### src/inc/smsc_pkg.sv
// Purpose: shared constants and types for the supply monitor block
// Assumes: 40 MHz reference clock, plain register port
// Notes:   register word offsets are byte addresses on a 12-bit port
package smsc_pkg;

    // ------------------------------------------------------------------
    // register offsets
    // ------------------------------------------------------------------
    localparam logic [11:0] SMSC_EVT_POWER_FAIL_WARNING_EVENT_OFS = 12'h108; // warning flag
    localparam logic [11:0] SMSC_EVT_BUSDET_OFS  = 12'h11c; // bus detected
    localparam logic [11:0] SMSC_EVT_BUSREM_OFS  = 12'h120; // bus removed
    localparam logic [11:0] SMSC_EVT_USBRDY_OFS  = 12'h124; // usb ready
    localparam logic [11:0] SMSC_INTEN_OFS       = 12'h304; // irq enables
    localparam logic [11:0] SMSC_CAUSE_OFS       = 12'h400; // reset cause
    localparam logic [11:0] SMSC_USBSTAT_OFS     = 12'h438; // usb status
    localparam logic [11:0] SMSC_SLEEP_OFS       = 12'h500; // deep sleep
    localparam logic [11:0] SMSC_POFCFG_OFS      = 12'h510; // pof config
    localparam logic [11:0] SMSC_SWEN_OFS        = 12'h578; // switcher en
    localparam logic [11:0] SMSC_MODE_OFS        = 12'h640; // supply mode
    localparam logic [11:0] SMSC_USBEN_OFS       = 12'h700; // usb enable
    localparam logic [11:0] SMSC_RAMPWR_OFS      = 12'h900; // ram power

    // ------------------------------------------------------------------
    // field positions and reset values
    // ------------------------------------------------------------------
    localparam int          SMSC_POF_EN_BIT   = 0;       // pof enable
    localparam int          SMSC_POF_THR_LSB  = 1;       // threshold lsb
    localparam int          SMSC_THR_W        = 4;       // threshold width
    localparam int          SMSC_CAUSE_BUS    = 16;      // bus wake bit
    localparam int          SMSC_CAUSE_DET    = 17;      // detect wake bit
    localparam int          SMSC_RAM_SECT     = 4;       // ram sections
    localparam logic [3:0]  SMSC_RAM_RST      = 4'hf;    // all retained
    localparam logic [31:0] SMSC_CAUSE_RST    = 32'h0;   // cause at reset

    // ------------------------------------------------------------------
    // timing: usb regulator worst case settling
    // ------------------------------------------------------------------
    localparam int SMSC_CLK_MHZ     = 40;                  // clock rate
    localparam int SMSC_USB_SET_US  = 1000;                // settle in us
    localparam int SMSC_USB_SET_CYC = SMSC_USB_SET_US * SMSC_CLK_MHZ;

    // power state
    typedef enum logic [1:0] {
        SMSC_RUN   = 2'b00,   // system running
        SMSC_SLEEP = 2'b01,   // deepest sleep
        SMSC_EMUL  = 2'b10,   // emulated sleep under debug
        SMSC_WAKE  = 2'b11    // wake reset pulse
    } smsc_pwr_t;

endpackage

### src/smsc_top.sv
// Purpose: digital control of supplies, power-fail warning, bus
//          detection and deep sleep entry and wake
// Assumes: analog comparator inputs are asynchronous and synchronised
// Notes:   registers on a plain strobe port, read data one cycle later
`timescale 1ns/1ps

module smsc_top
    import smsc_pkg::*;
#(
    parameter int USB_SET_CYC = SMSC_USB_SET_CYC  // settle count
) (
    input  wire logic        ref_clk_i,     // system clock
    input  wire logic        rst_i,         // power-on reset, sync high
    input  wire logic        brownout_i,    // brownout comparator, async
    input  wire logic        core_pwr_i,    // core pin powered, async
    input  wire logic        high_pwr_i,    // high supply pin powered
    input  wire logic        below_thr_i,   // supply under threshold
    input  wire logic        vbus_i,        // bus voltage valid, async
    input  wire logic        port_sense_i,  // gpio detect, async
    input  wire logic        high_freq_clock_run_i,   // high freq clock running
    input  wire logic        debug_mode_i,  // debug interface active
    input  wire logic [11:0] addr_i,        // register address
    input  wire logic [31:0] wdata_i,       // write data
    input  wire logic        wr_i,          // write strobe
    input  wire logic        rd_i,          // read strobe
    output logic      [31:0] rdata_o,       // read data
    output logic             first_en_o,    // first stage enable
    output logic             linear_en_o,   // second stage linear
    output logic             switcher_o,    // second stage switcher
    output logic             pof_on_o,      // comparator powered
    output logic [3:0]       pof_thr_o,     // comparator threshold
    output logic             flash_blk_o,   // flash write inhibit
    output logic             usb_reg_o,     // usb regulator on
    output logic             sys_rst_o,     // system reset request
    output logic             core_off_o,    // core powered down
    output logic [3:0]       ram_ret_o,     // ram retention per section
    output logic             irq_o          // event interrupt
);

    // ------------------------------------------------------------------
    // state
    // ------------------------------------------------------------------
    typedef struct packed {
        logic [1:0]  s_brn, s_core, s_high, s_blw, s_vb, s_ps;  // syncs
        logic        vb_q;          // bus level last cycle
        logic        pof_act_q;     // comparator active last cycle
        logic [3:0]  thr_q;         // threshold last cycle
        logic        blw_q;         // below last cycle
        logic        pof_en;        // comparator enable
        logic [3:0]  thr;           // threshold code
        logic        sw_en;         // switcher enable
        logic        usb_en;        // usb function enabled
        logic [3:0]  ram;           // ram retention bits
        logic [3:0]  evt;           // sticky events
        logic [3:0]  inten;         // interrupt enables
        logic [31:0] cause;         // reset cause record
        logic        rdy;           // usb regulator ready
        logic [31:0] cnt;           // settling counter
        smsc_pwr_t   pwr;           // power state
        logic [31:0] rdata;         // read data register
    } smsc_st_t;

    smsc_st_t st;         // registered state
    smsc_st_t next_st;    // next state

    // flag index
    localparam int E_POF = 0;   // warning
    localparam int E_DET = 1;   // bus detected
    localparam int E_REM = 2;   // bus removed
    localparam int E_RDY = 3;   // usb ready

    // synchronised levels, read only from the second stage
    logic brn, core_p, high_p, blw, vb, ps;  // clean inputs
    assign brn    = st.s_brn[1];
    assign core_p = st.s_core[1];
    assign high_p = st.s_high[1];
    assign blw    = st.s_blw[1];
    assign vb     = st.s_vb[1];
    assign ps     = st.s_ps[1];

    logic        pof_act;   // comparator allowed to run
    logic        sleeping;  // real or emulated sleep
    logic [3:0]  ev_set;    // event pulses
    logic [3:0]  ev_clr;    // software clears

    // ------------------------------------------------------------------
    // next state logic
    // ------------------------------------------------------------------
    always_comb begin
        next_st = st;
        // two-flop synchronisers
        next_st.s_brn  = {st.s_brn[0],  brownout_i};
        next_st.s_core = {st.s_core[0], core_pwr_i};
        next_st.s_high = {st.s_high[0], high_pwr_i};
        next_st.s_blw  = {st.s_blw[0],  below_thr_i};
        next_st.s_vb   = {st.s_vb[0],   vbus_i};
        next_st.s_ps   = {st.s_ps[0],   port_sense_i};

        sleeping = (st.pwr == SMSC_SLEEP) || (st.pwr == SMSC_EMUL);
        // no compare while asleep or with the fast clock stopped
        pof_act  = st.pof_en && high_freq_clock_run_i && !sleeping;
        next_st.pof_act_q = pof_act;
        next_st.thr_q     = st.thr;
        next_st.blw_q     = blw;
        next_st.vb_q      = vb;

        // warning: falling edge, enable while low, threshold change while low
        ev_set = '0;
        ev_set[E_POF] = pof_act && blw &&
                        (!st.blw_q || !st.pof_act_q ||
                         st.thr != st.thr_q);
        ev_set[E_DET] = vb && !st.vb_q;
        ev_set[E_REM] = !vb && st.vb_q;

        // usb regulator settling
        if (st.usb_en && vb) begin
            if (!st.rdy) begin
                if (st.cnt >= 32'(USB_SET_CYC - 1)) begin
                    next_st.rdy   = 1'b1;
                    ev_set[E_RDY] = 1'b1;
                end else begin
                    next_st.cnt = st.cnt + 32'h1;
                end
            end
        end else begin
            next_st.rdy = 1'b0;
            next_st.cnt = '0;
        end

        // register writes
        ev_clr = '0;
        if (wr_i) begin
            case (addr_i)
                SMSC_EVT_POWER_FAIL_WARNING_EVENT_OFS: ev_clr[E_POF] = !wdata_i[0];
                SMSC_EVT_BUSDET_OFS:  ev_clr[E_DET] = !wdata_i[0];
                SMSC_EVT_BUSREM_OFS:  ev_clr[E_REM] = !wdata_i[0];
                SMSC_EVT_USBRDY_OFS:  ev_clr[E_RDY] = !wdata_i[0];
                SMSC_INTEN_OFS: next_st.inten = wdata_i[3:0];
                SMSC_CAUSE_OFS: next_st.cause = st.cause & ~wdata_i;
                SMSC_POFCFG_OFS: begin
                    next_st.pof_en = wdata_i[SMSC_POF_EN_BIT];
                    next_st.thr    = wdata_i[SMSC_POF_THR_LSB +: SMSC_THR_W];
                end
                SMSC_SWEN_OFS:   next_st.sw_en  = wdata_i[0];
                SMSC_USBEN_OFS:  next_st.usb_en = wdata_i[0];
                SMSC_RAMPWR_OFS: next_st.ram    = wdata_i[3:0];
                default: ;
            endcase
        end
        // set wins over clear
        next_st.evt = (st.evt & ~ev_clr) | ev_set;

        // power state
        case (st.pwr)
            SMSC_RUN: begin
                if (wr_i && addr_i == SMSC_SLEEP_OFS && wdata_i[0]) begin
                    // debug keeps the core and regulators up; the comparator still stops
                    next_st.pwr = debug_mode_i ? SMSC_EMUL : SMSC_SLEEP;
                end
            end
            SMSC_SLEEP, SMSC_EMUL: begin
                if (vb && !st.vb_q) begin
                    next_st.cause[SMSC_CAUSE_BUS] = 1'b1;
                    next_st.pwr = SMSC_WAKE;
                end else if (ps) begin
                    next_st.cause[SMSC_CAUSE_DET] = 1'b1;
                    next_st.pwr = SMSC_WAKE;
                end
            end
            SMSC_WAKE: next_st.pwr = SMSC_RUN;
            default:   next_st.pwr = SMSC_RUN;
        endcase

        // registered read data
        next_st.rdata = '0;
        if (rd_i) begin
            case (addr_i)
                SMSC_EVT_POWER_FAIL_WARNING_EVENT_OFS: next_st.rdata[0]   = st.evt[E_POF];
                SMSC_EVT_BUSDET_OFS:  next_st.rdata[0]   = st.evt[E_DET];
                SMSC_EVT_BUSREM_OFS:  next_st.rdata[0]   = st.evt[E_REM];
                SMSC_EVT_USBRDY_OFS:  next_st.rdata[0]   = st.evt[E_RDY];
                SMSC_INTEN_OFS:       next_st.rdata[3:0] = st.inten;
                SMSC_CAUSE_OFS:       next_st.rdata      = st.cause;
                SMSC_USBSTAT_OFS:     next_st.rdata[1:0] = {st.rdy, vb};
                SMSC_POFCFG_OFS: begin
                    next_st.rdata[SMSC_POF_EN_BIT] = st.pof_en;
                    next_st.rdata[SMSC_POF_THR_LSB +: SMSC_THR_W] = st.thr;
                end
                SMSC_SWEN_OFS:   next_st.rdata[0] = st.sw_en;
                SMSC_USBEN_OFS:  next_st.rdata[0] = st.usb_en;
                // 1 = high voltage mode: only the high pin powered
                SMSC_MODE_OFS:   next_st.rdata[0] = high_p && !core_p;
                SMSC_RAMPWR_OFS: next_st.rdata[3:0] = st.ram;
                default: ;
            endcase
        end
    end

    // ------------------------------------------------------------------
    // registers; ram bits and cause survive the wake reset
    // ------------------------------------------------------------------
    always_ff @(posedge ref_clk_i) begin
        if (rst_i) begin
            st       <= '0;
            st.ram   <= SMSC_RAM_RST;
            st.cause <= SMSC_CAUSE_RST;
            st.pwr   <= SMSC_RUN;
        end else if (st.pwr == SMSC_WAKE) begin
            // wake reset clears control but keeps retained state
            st        <= '0;
            st.s_brn  <= next_st.s_brn;
            st.s_core <= next_st.s_core;
            st.s_high <= next_st.s_high;
            st.s_blw  <= next_st.s_blw;
            st.s_vb   <= next_st.s_vb;
            st.s_ps   <= next_st.s_ps;
            st.vb_q   <= next_st.vb_q;
            st.ram    <= st.ram;
            st.cause  <= st.cause;
            st.pwr    <= SMSC_RUN;
        end else begin
            st <= next_st;
        end
    end

    // ------------------------------------------------------------------
    // outputs
    // ------------------------------------------------------------------
    assign rdata_o     = st.rdata;
    assign first_en_o  = !core_p && !(st.pwr == SMSC_SLEEP);
    assign switcher_o  = st.sw_en && st.pwr != SMSC_SLEEP;
    assign linear_en_o = !st.sw_en && st.pwr != SMSC_SLEEP;
    assign pof_on_o    = pof_act;
    assign pof_thr_o   = st.thr;
    assign flash_blk_o = pof_act && blw;
    assign usb_reg_o   = st.usb_en && vb;
    assign sys_rst_o   = rst_i || brn || st.pwr == SMSC_WAKE;
    assign core_off_o  = st.pwr == SMSC_SLEEP;
    assign ram_ret_o   = st.ram;
    assign irq_o       = |(st.evt & st.inten);

    // ------------------------------------------------------------------
    // checks
    // ------------------------------------------------------------------
    // all checks run on the one system clock and rest during reset; the
    // synchronised levels are used so that pin noise cannot trip them

    // a stage never runs both regulator types at once
    a_stage_excl: assert property (@(posedge ref_clk_i) disable iff (rst_i)
        !(switcher_o && linear_en_o)) else $error("both regulators on");

    // with the core pin powered the first stage must stay off
    a_first_off: assert property (@(posedge ref_clk_i) disable iff (rst_i)
        core_p |-> !first_en_o) else $error("first stage on");

    // the flash inhibit only comes from a live comparator
    a_flash_blk: assert property (@(posedge ref_clk_i) disable iff (rst_i)
        flash_blk_o |-> st.pof_en && high_freq_clock_run_i)
        else $error("flash block without comparator");

    // real or emulated sleep keeps the comparator quiet
    a_pof_sleep: assert property (@(posedge ref_clk_i) disable iff (rst_i)
        sleeping |-> !pof_on_o) else $error("comparator on in sleep");

    // a fresh fall below the threshold always leaves a flag behind
    a_pof_event: assert property (@(posedge ref_clk_i) disable iff (rst_i)
        (pof_act && blw && !st.blw_q) |=> st.evt[E_POF])
        else $error("warning not raised");

    // bus edges land in their sticky flags one cycle later
    a_bus_det: assert property (@(posedge ref_clk_i) disable iff (rst_i)
        $rose(vb) |=> st.evt[E_DET]) else $error("detect lost");
    a_bus_rem: assert property (@(posedge ref_clk_i) disable iff (rst_i)
        $fell(vb) |=> st.evt[E_REM]) else $error("remove lost");

    // ready may only rise once the settling count has run out
    a_usb_settle: assert property (@(posedge ref_clk_i) disable iff (rst_i)
        $rose(st.rdy) |-> st.cnt == 32'(USB_SET_CYC - 1))
        else $error("ready before settling");

    // a sleep command without debug powers the core down next cycle
    a_sleep_entry: assert property (@(posedge ref_clk_i) disable iff (rst_i)
        (st.pwr == SMSC_RUN && wr_i && addr_i == SMSC_SLEEP_OFS &&
         wdata_i[0] && !debug_mode_i) |=> core_off_o)
        else $error("sleep not entered");

    // without a wake source the device stays asleep
    a_wake_only: assert property (@(posedge ref_clk_i) disable iff (rst_i)
        (st.pwr == SMSC_SLEEP && !ps && !(vb && !st.vb_q)) |=>
        st.pwr == SMSC_SLEEP) else $error("false wake");

    // every way out of sleep passes through the reset pulse
    a_wake_rst: assert property (@(posedge ref_clk_i) disable iff (rst_i)
        (st.pwr == SMSC_WAKE) |-> sys_rst_o ##1 st.pwr == SMSC_RUN)
        else $error("wake without reset");

    // a bus wake is recorded in the cause word across the wake reset
    a_bus_cause: assert property (@(posedge ref_clk_i) disable iff (rst_i)
        (st.pwr == SMSC_SLEEP && vb && !st.vb_q) |=> ##1
        st.cause[SMSC_CAUSE_BUS]) else $error("cause bit missing");

    // retention bits must not move while the core is down
    a_ram_keep: assert property (@(posedge ref_clk_i) disable iff (rst_i)
        (st.pwr == SMSC_SLEEP) |=> $stable(ram_ret_o))
        else $error("retention lost");

    // emulated sleep keeps the core and a regulator running
    a_emul_power: assert property (@(posedge ref_clk_i) disable iff (rst_i)
        (st.pwr == SMSC_EMUL) |-> !core_off_o && (linear_en_o || switcher_o))
        else $error("emulation cut power");

    // a flag raised in the same cycle as its clear must survive
    a_set_wins: assert property (@(posedge ref_clk_i) disable iff (rst_i)
        (ev_set[E_DET] && ev_clr[E_DET]) |=> st.evt[E_DET])
        else $error("clear beat set");

endmodule

### config.mk
export PLATFORM = sky130hd
export DESIGN_NAME = smsc_top
export DESIGN_NICKNAME = d
export VERILOG_FILES = /design/src/inc/smsc_pkg.sv /design/src/smsc_top.sv
export SDC_FILE = /design/constraint.sdc
export NUM_CORES = 1
export LEC_CHECK = 0
export ABC_CLOCK_PERIOD_IN_PS = 2670
export BUFFER_PORTS_ARGS = -buffer_cell sky130_fd_sc_hd__buf_2
export CAP_MARGIN = 10
export CORE_MARGIN = 8
export CORE_UTILIZATION = 55
export DETAILED_ROUTE_END_ITERATION = 8
export PLACE_DENSITY = 0.75
export SETUP_SLACK_MARGIN = 0.05
export SYNTH_ARGS = -nofsm -noshare
export SYNTH_HDL_FRONTEND = slang
export SYNTH_SLANG_ARGS = --single-unit
### constraint.sdc
create_clock -name ref_clk_i -period 2.67 [get_ports ref_clk_i]
set_clock_uncertainty 0.2 [all_clocks]
set_input_delay 0.534 -clock ref_clk_i [delete_from_list [all_inputs] [get_ports ref_clk_i]]
set_output_delay 0.534 -clock ref_clk_i [all_outputs]
set_load 0.01 [all_outputs]
==> metrics.md <==
| Metric | Value |
|---|---|
| Maximum fanout encountered on the critical timing path | `6` |
| Most used flip-flop cell after synthesis | `dfxtp_1` |
| Insertion delay of the later-clocked pin in the worst-skew pair | `approximately 520 ps` |
| Reg2reg end | `st[43]` |
| Portion of total power attributed to sequential cells | `44.9%` |
| Number of register bits inferred by synthesis | `around 140` |
| Synth Net Count | `656` |
| Number of instances in the synthesized netlist | `roughly 600` |
| Combinational group share of total power | `~8.4%` |
| Warnings, synthesis | `0` |
| Sw Pwr | `1.09 mW` |
| IO Count | `approximately 110` |
| Count of standard-cell rows | `36` |
| Aggregate global-route resource usage | `20.4%` |
| # DRC | `0` |
| Pin count of the biggest net entering global routing | `41` |
| Multi-input logic area | `around 2400 um2` |
| Reg clk slew, reported paths | `approximately 60 ps` |
| PD cells | `682 nW/um2` |
| Routed wire length per instance | `about 16 um` |
| Type of element launching the critical path | `flip-flop` |
| Starting DRT DRC Count | `380` |
| DR vias | `approximately 4500` |
| Number of antenna violations at the first check in global routing | `1` |
| Netlist cell types | `59` |
| Worst hold slack across all endpoints | `approximately 24 ps` |
| Final max-slew violation count | `0` |
| Drt first pass iters | `7` |
| Cell count of the worst reg-to-reg path | `5` |
| Required time of the critical path | `1940 ps` |
| Launch instance of the worst min-delay path | `brownout_i` |
| Total leakage power | `2.77 nW` |
| Minimum clock period | `2530 ps` |
| Weighted congestion reported at the end of routability-driven placement | `0.922` |
| Clock sinks | `137` |
| Area Overhead vs Synth | `23.0%` |
| Total standard cell area after synthesis | `5550 um2` |
| TritonCTS clock tree | `yes` |
| Slew at the pin closest to its max-slew limit | `slightly above 600 ps` |
| Worst setup slack for register-to-register paths | `260 ps` |
| Register cell area after layout | `about 2700 um2` |
| Wire length of the first global-routing pass | `roughly 22 mm` |
| Final sum of negative setup slack | `0 ps` |
| Overall die area | `about 14000 um2` |
| Share of total power in the clock network | `about 47%` |
| EDFF count, synth | `0` |
| Area of the core region | `9770 um2` |
| Final hold violation count | `0` |
| Beginning of the worst register-to-register path | `st[51]` |
| Wirelength, routed | `13.6 mm` |
| Die width | `116 um` |
| Fin crit share | `94.6%` |
| Nets | `761` |
| Fraction of met1 tracks used by global routing | `roughly 26%` |
| Number of buffers added by the clock tree synthesis step | `17` |
| Worst min-delay path category | `input pin to flip-flop` |
| Post-DP HPWL | `slightly below 10 mm` |
| Cell at the root of the clock tree | `clkbuf_8` |
| Sort of element at the end of the critical path | `output port` |
| Height of the die | `roughly 120 um` |
| Total congestion overflow | `0` |
| Arr. time, crit path | `around 1800 ps` |
| Antenna Nets Post-Route | `0` |
| Buffers on Ports | `104` |
| Via count of the first global-routing pass | `4461` |
| Via/cell ratio | `5.36` |
| Status | `completed` |
| End of the worst hold path | `next_st[136]` |
| Share of flip-flops with an asynchronous set or reset after synthesis | `0%` |
| Max Cap Viol | `0` |
| Mean instance size in the synthesized netlist | `9.32 um2` |
| Fraction of final layout cells with drive strength greater than 1 | `23.6%` |
| Switching Fraction | `23.4%` |
| Initial Util | `56.8%` |
| Fraction of the yosys area taken by sequential cells | `49.4%` |
| Worst slew margin relative to its limit | `between 50% and 60%` |
| Total setup violations reported at the end of the flow | `0` |
| Critical path type | `flip-flop to output port` |
| Met2 Resource Use GR | `31.7%` |
| Cell internal pwr | `3.57 mW` |
| Number of post-CTS setup repair buffers | `0` |
| Number of inserted filler cells in the final layout | `748` |
| Worst hold path depth | `2` |
| Unrepaired setup endpoints after global routing | `false` |
| GR Util met3 | `6.31%` |
| Top achievable clock speed | `just under 400 MHz` |
| Htree depth | `4` |
| Busiest layer in global routing | `met2` |
| Maximum clock path buffer count | `2` |
| Worst IR drop on VDD | `0.350 mV` |
==> repair_timing <==
item                                    in CTS  in global routing
endpoints found under the setup margin       1                  0
hold buffers                                27                  0
endpoints found under the hold margin       27                  0
resized for setup                            3                  0
==> cells in the final DEF (no fill, tap or decap), types with 3 or more instances in the layout <==
cell type,n
nor2_1,25
nand4_1,10
and3_1,4
nor4_2,4
clkbuf_16,16
nand2b_1,34
nor2b_1,17
nand2_1,36
ha_1,3
dlygate4sd3_1,27
a22oi_1,10
mux2i_1,4
and2_1,50
xnor2_1,3
nor4_1,4
dfxtp_1,136
nor4b_1,4
clkinvlp_4,5
nand3b_1,3
nor3_1,8
or3_1,11
and4_1,3
o21ai_0,12
a211o_1,5
buf_2,104
or4_1,5
clkinv_2,3
a21oi_1,60
a211oi_1,5
nand3_1,23
inv_1,14
o31ai_1,4
buf_4,17
==> area by class of cell <==
class | count | share of cell area [%]
antenna | 1 | 0.0366
clock buffer | 17 | 6.06
clock inverter | 12 | 1.91
inverter | 14 | 0.770
multi-input combinational | 381 | 34.6
sequential | 137 | 40.2
tap | 133 | 2.44
timing repair buffer | 150 | 14.0
==> critical path: stages, from the launching register on <==
cell and delay (ps):
dfxtp_1 350, inv_1 90, ha_4 310, and3b_1 210
and2_1 180, buf_2 140
==> how the worst max path moves through the flow <==
stage,start,to,slack (ps),depth (start not counted)
3_3_place_gp,addr_i[1],ram_ret_o[3],290,5
6_report,st[33],flash_blk_o,140,5
5_1_grt,st[33],flash_blk_o,60,5
4_1_cts,st[33],flash_blk_o,120,5
2_1_floorplan,addr_i[2],ram_ret_o[0],410,6
3_5_place_dp,addr_i[1],rdata_o[2],220,6
==> Yosys cell counts, types with 2 or more instances <==
cell type,n,area [um2]
a211o_1,5,43.8
a211oi_1,5,37.5
a21boi_0,2,15.0
a21oi_1,60,300
a22oi_1,10,75.1
a31oi_1,2,12.5
and2_1,50,313
and3_1,4,25.0
and4_1,3,26.3
buf_2,9,45.0
buf_4,40,300
clkbuf_1,13,48.8
dfxtp_1,137,2740
ha_1,4,50.1
inv_1,14,52.6
mux2i_1,4,40.0
nand2_1,36,135
nand2b_1,34,213
nand3_1,23,115
nand3b_1,3,22.5
nand4_1,10,62.6
nand4b_1,2,17.5
nor2_1,25,93.8
nor2b_1,17,106
nor3_1,8,40.0
nor3b_1,2,15.0
nor4_1,4,25.0
nor4_2,4,50.1
nor4b_1,4,35.0
nor4bb_1,2,20.0
o211ai_1,2,15.0
o21ai_0,12,60.1
o31ai_1,4,30.0
or3_1,11,68.8
or4_1,5,37.5
xnor2_1,3,26.3
==> registers in the layout (all words and copies together) (netlist names) <==
name,count
high_p,1
ps,1
st,85
pof_thr_o,4
brn,1
next_st,7
ram_ret_o,4
blw,1
core_p,1
rdata_o,32
==> metal layers <==
| metal | vias up | wire length, um |
|---|---|---|
| met5 | - | 8 |
| met4 | 2 | 136 |
| met3 | 13 | 1030 |
| met2 | 153 | 6160 |
| met1 | 2108 | 6270 |
| li1 | 2250 | - |
==> metrics by stage <==
| step | power [mW] | setup slack [ps] | area (um2) | util [%] | cells |
|---|---|---|---|---|---|
| finish | 4.66 | 145 | 6830 | 69.9 | 845 |
| global route | 4.82 | 59.9 | 6830 | 69.8 | 844 |
| CTS | 4.68 | 121 | 6830 | 69.8 | 844 |
| detailed placement | 2.46 | 222 | 6000 | 61.4 | 788 |
| global placement | 2.46 | 292 | 6000 | 61.4 | 788 |
| floorplan | 2.33 | 411 | 5550 | - | 596 |
==> power groups by stage <==
stage | Clock [mW] | Combinational [mW] | Sequential, mW
floorplan | 0 | 0.196 | 2.13
global placement | 0 | 0.323 | 2.13
detailed placement | 0 | 0.324 | 2.13
CTS | 2.20 | 0.384 | 2.09
global route | 2.29 | 0.434 | 2.09
finish | 2.18 | 0.390 | 2.09
==> logic make-up after synthesis <==
logic type / count (synthesis) / synth area share, %
and+or+nand+nor: 258 / 28.0
xor gates and xnor gates: 4 / 0.631
DFF: 137 / 49.4
adders and majority gates: 4 / 0.901
buffers and inverters: 78 / 8.34
AOI/OAI and AO/OA: 111 / 12.0
muxes: 4 / 0.721
Note: power is estimated with default switching activity, not from simulation.
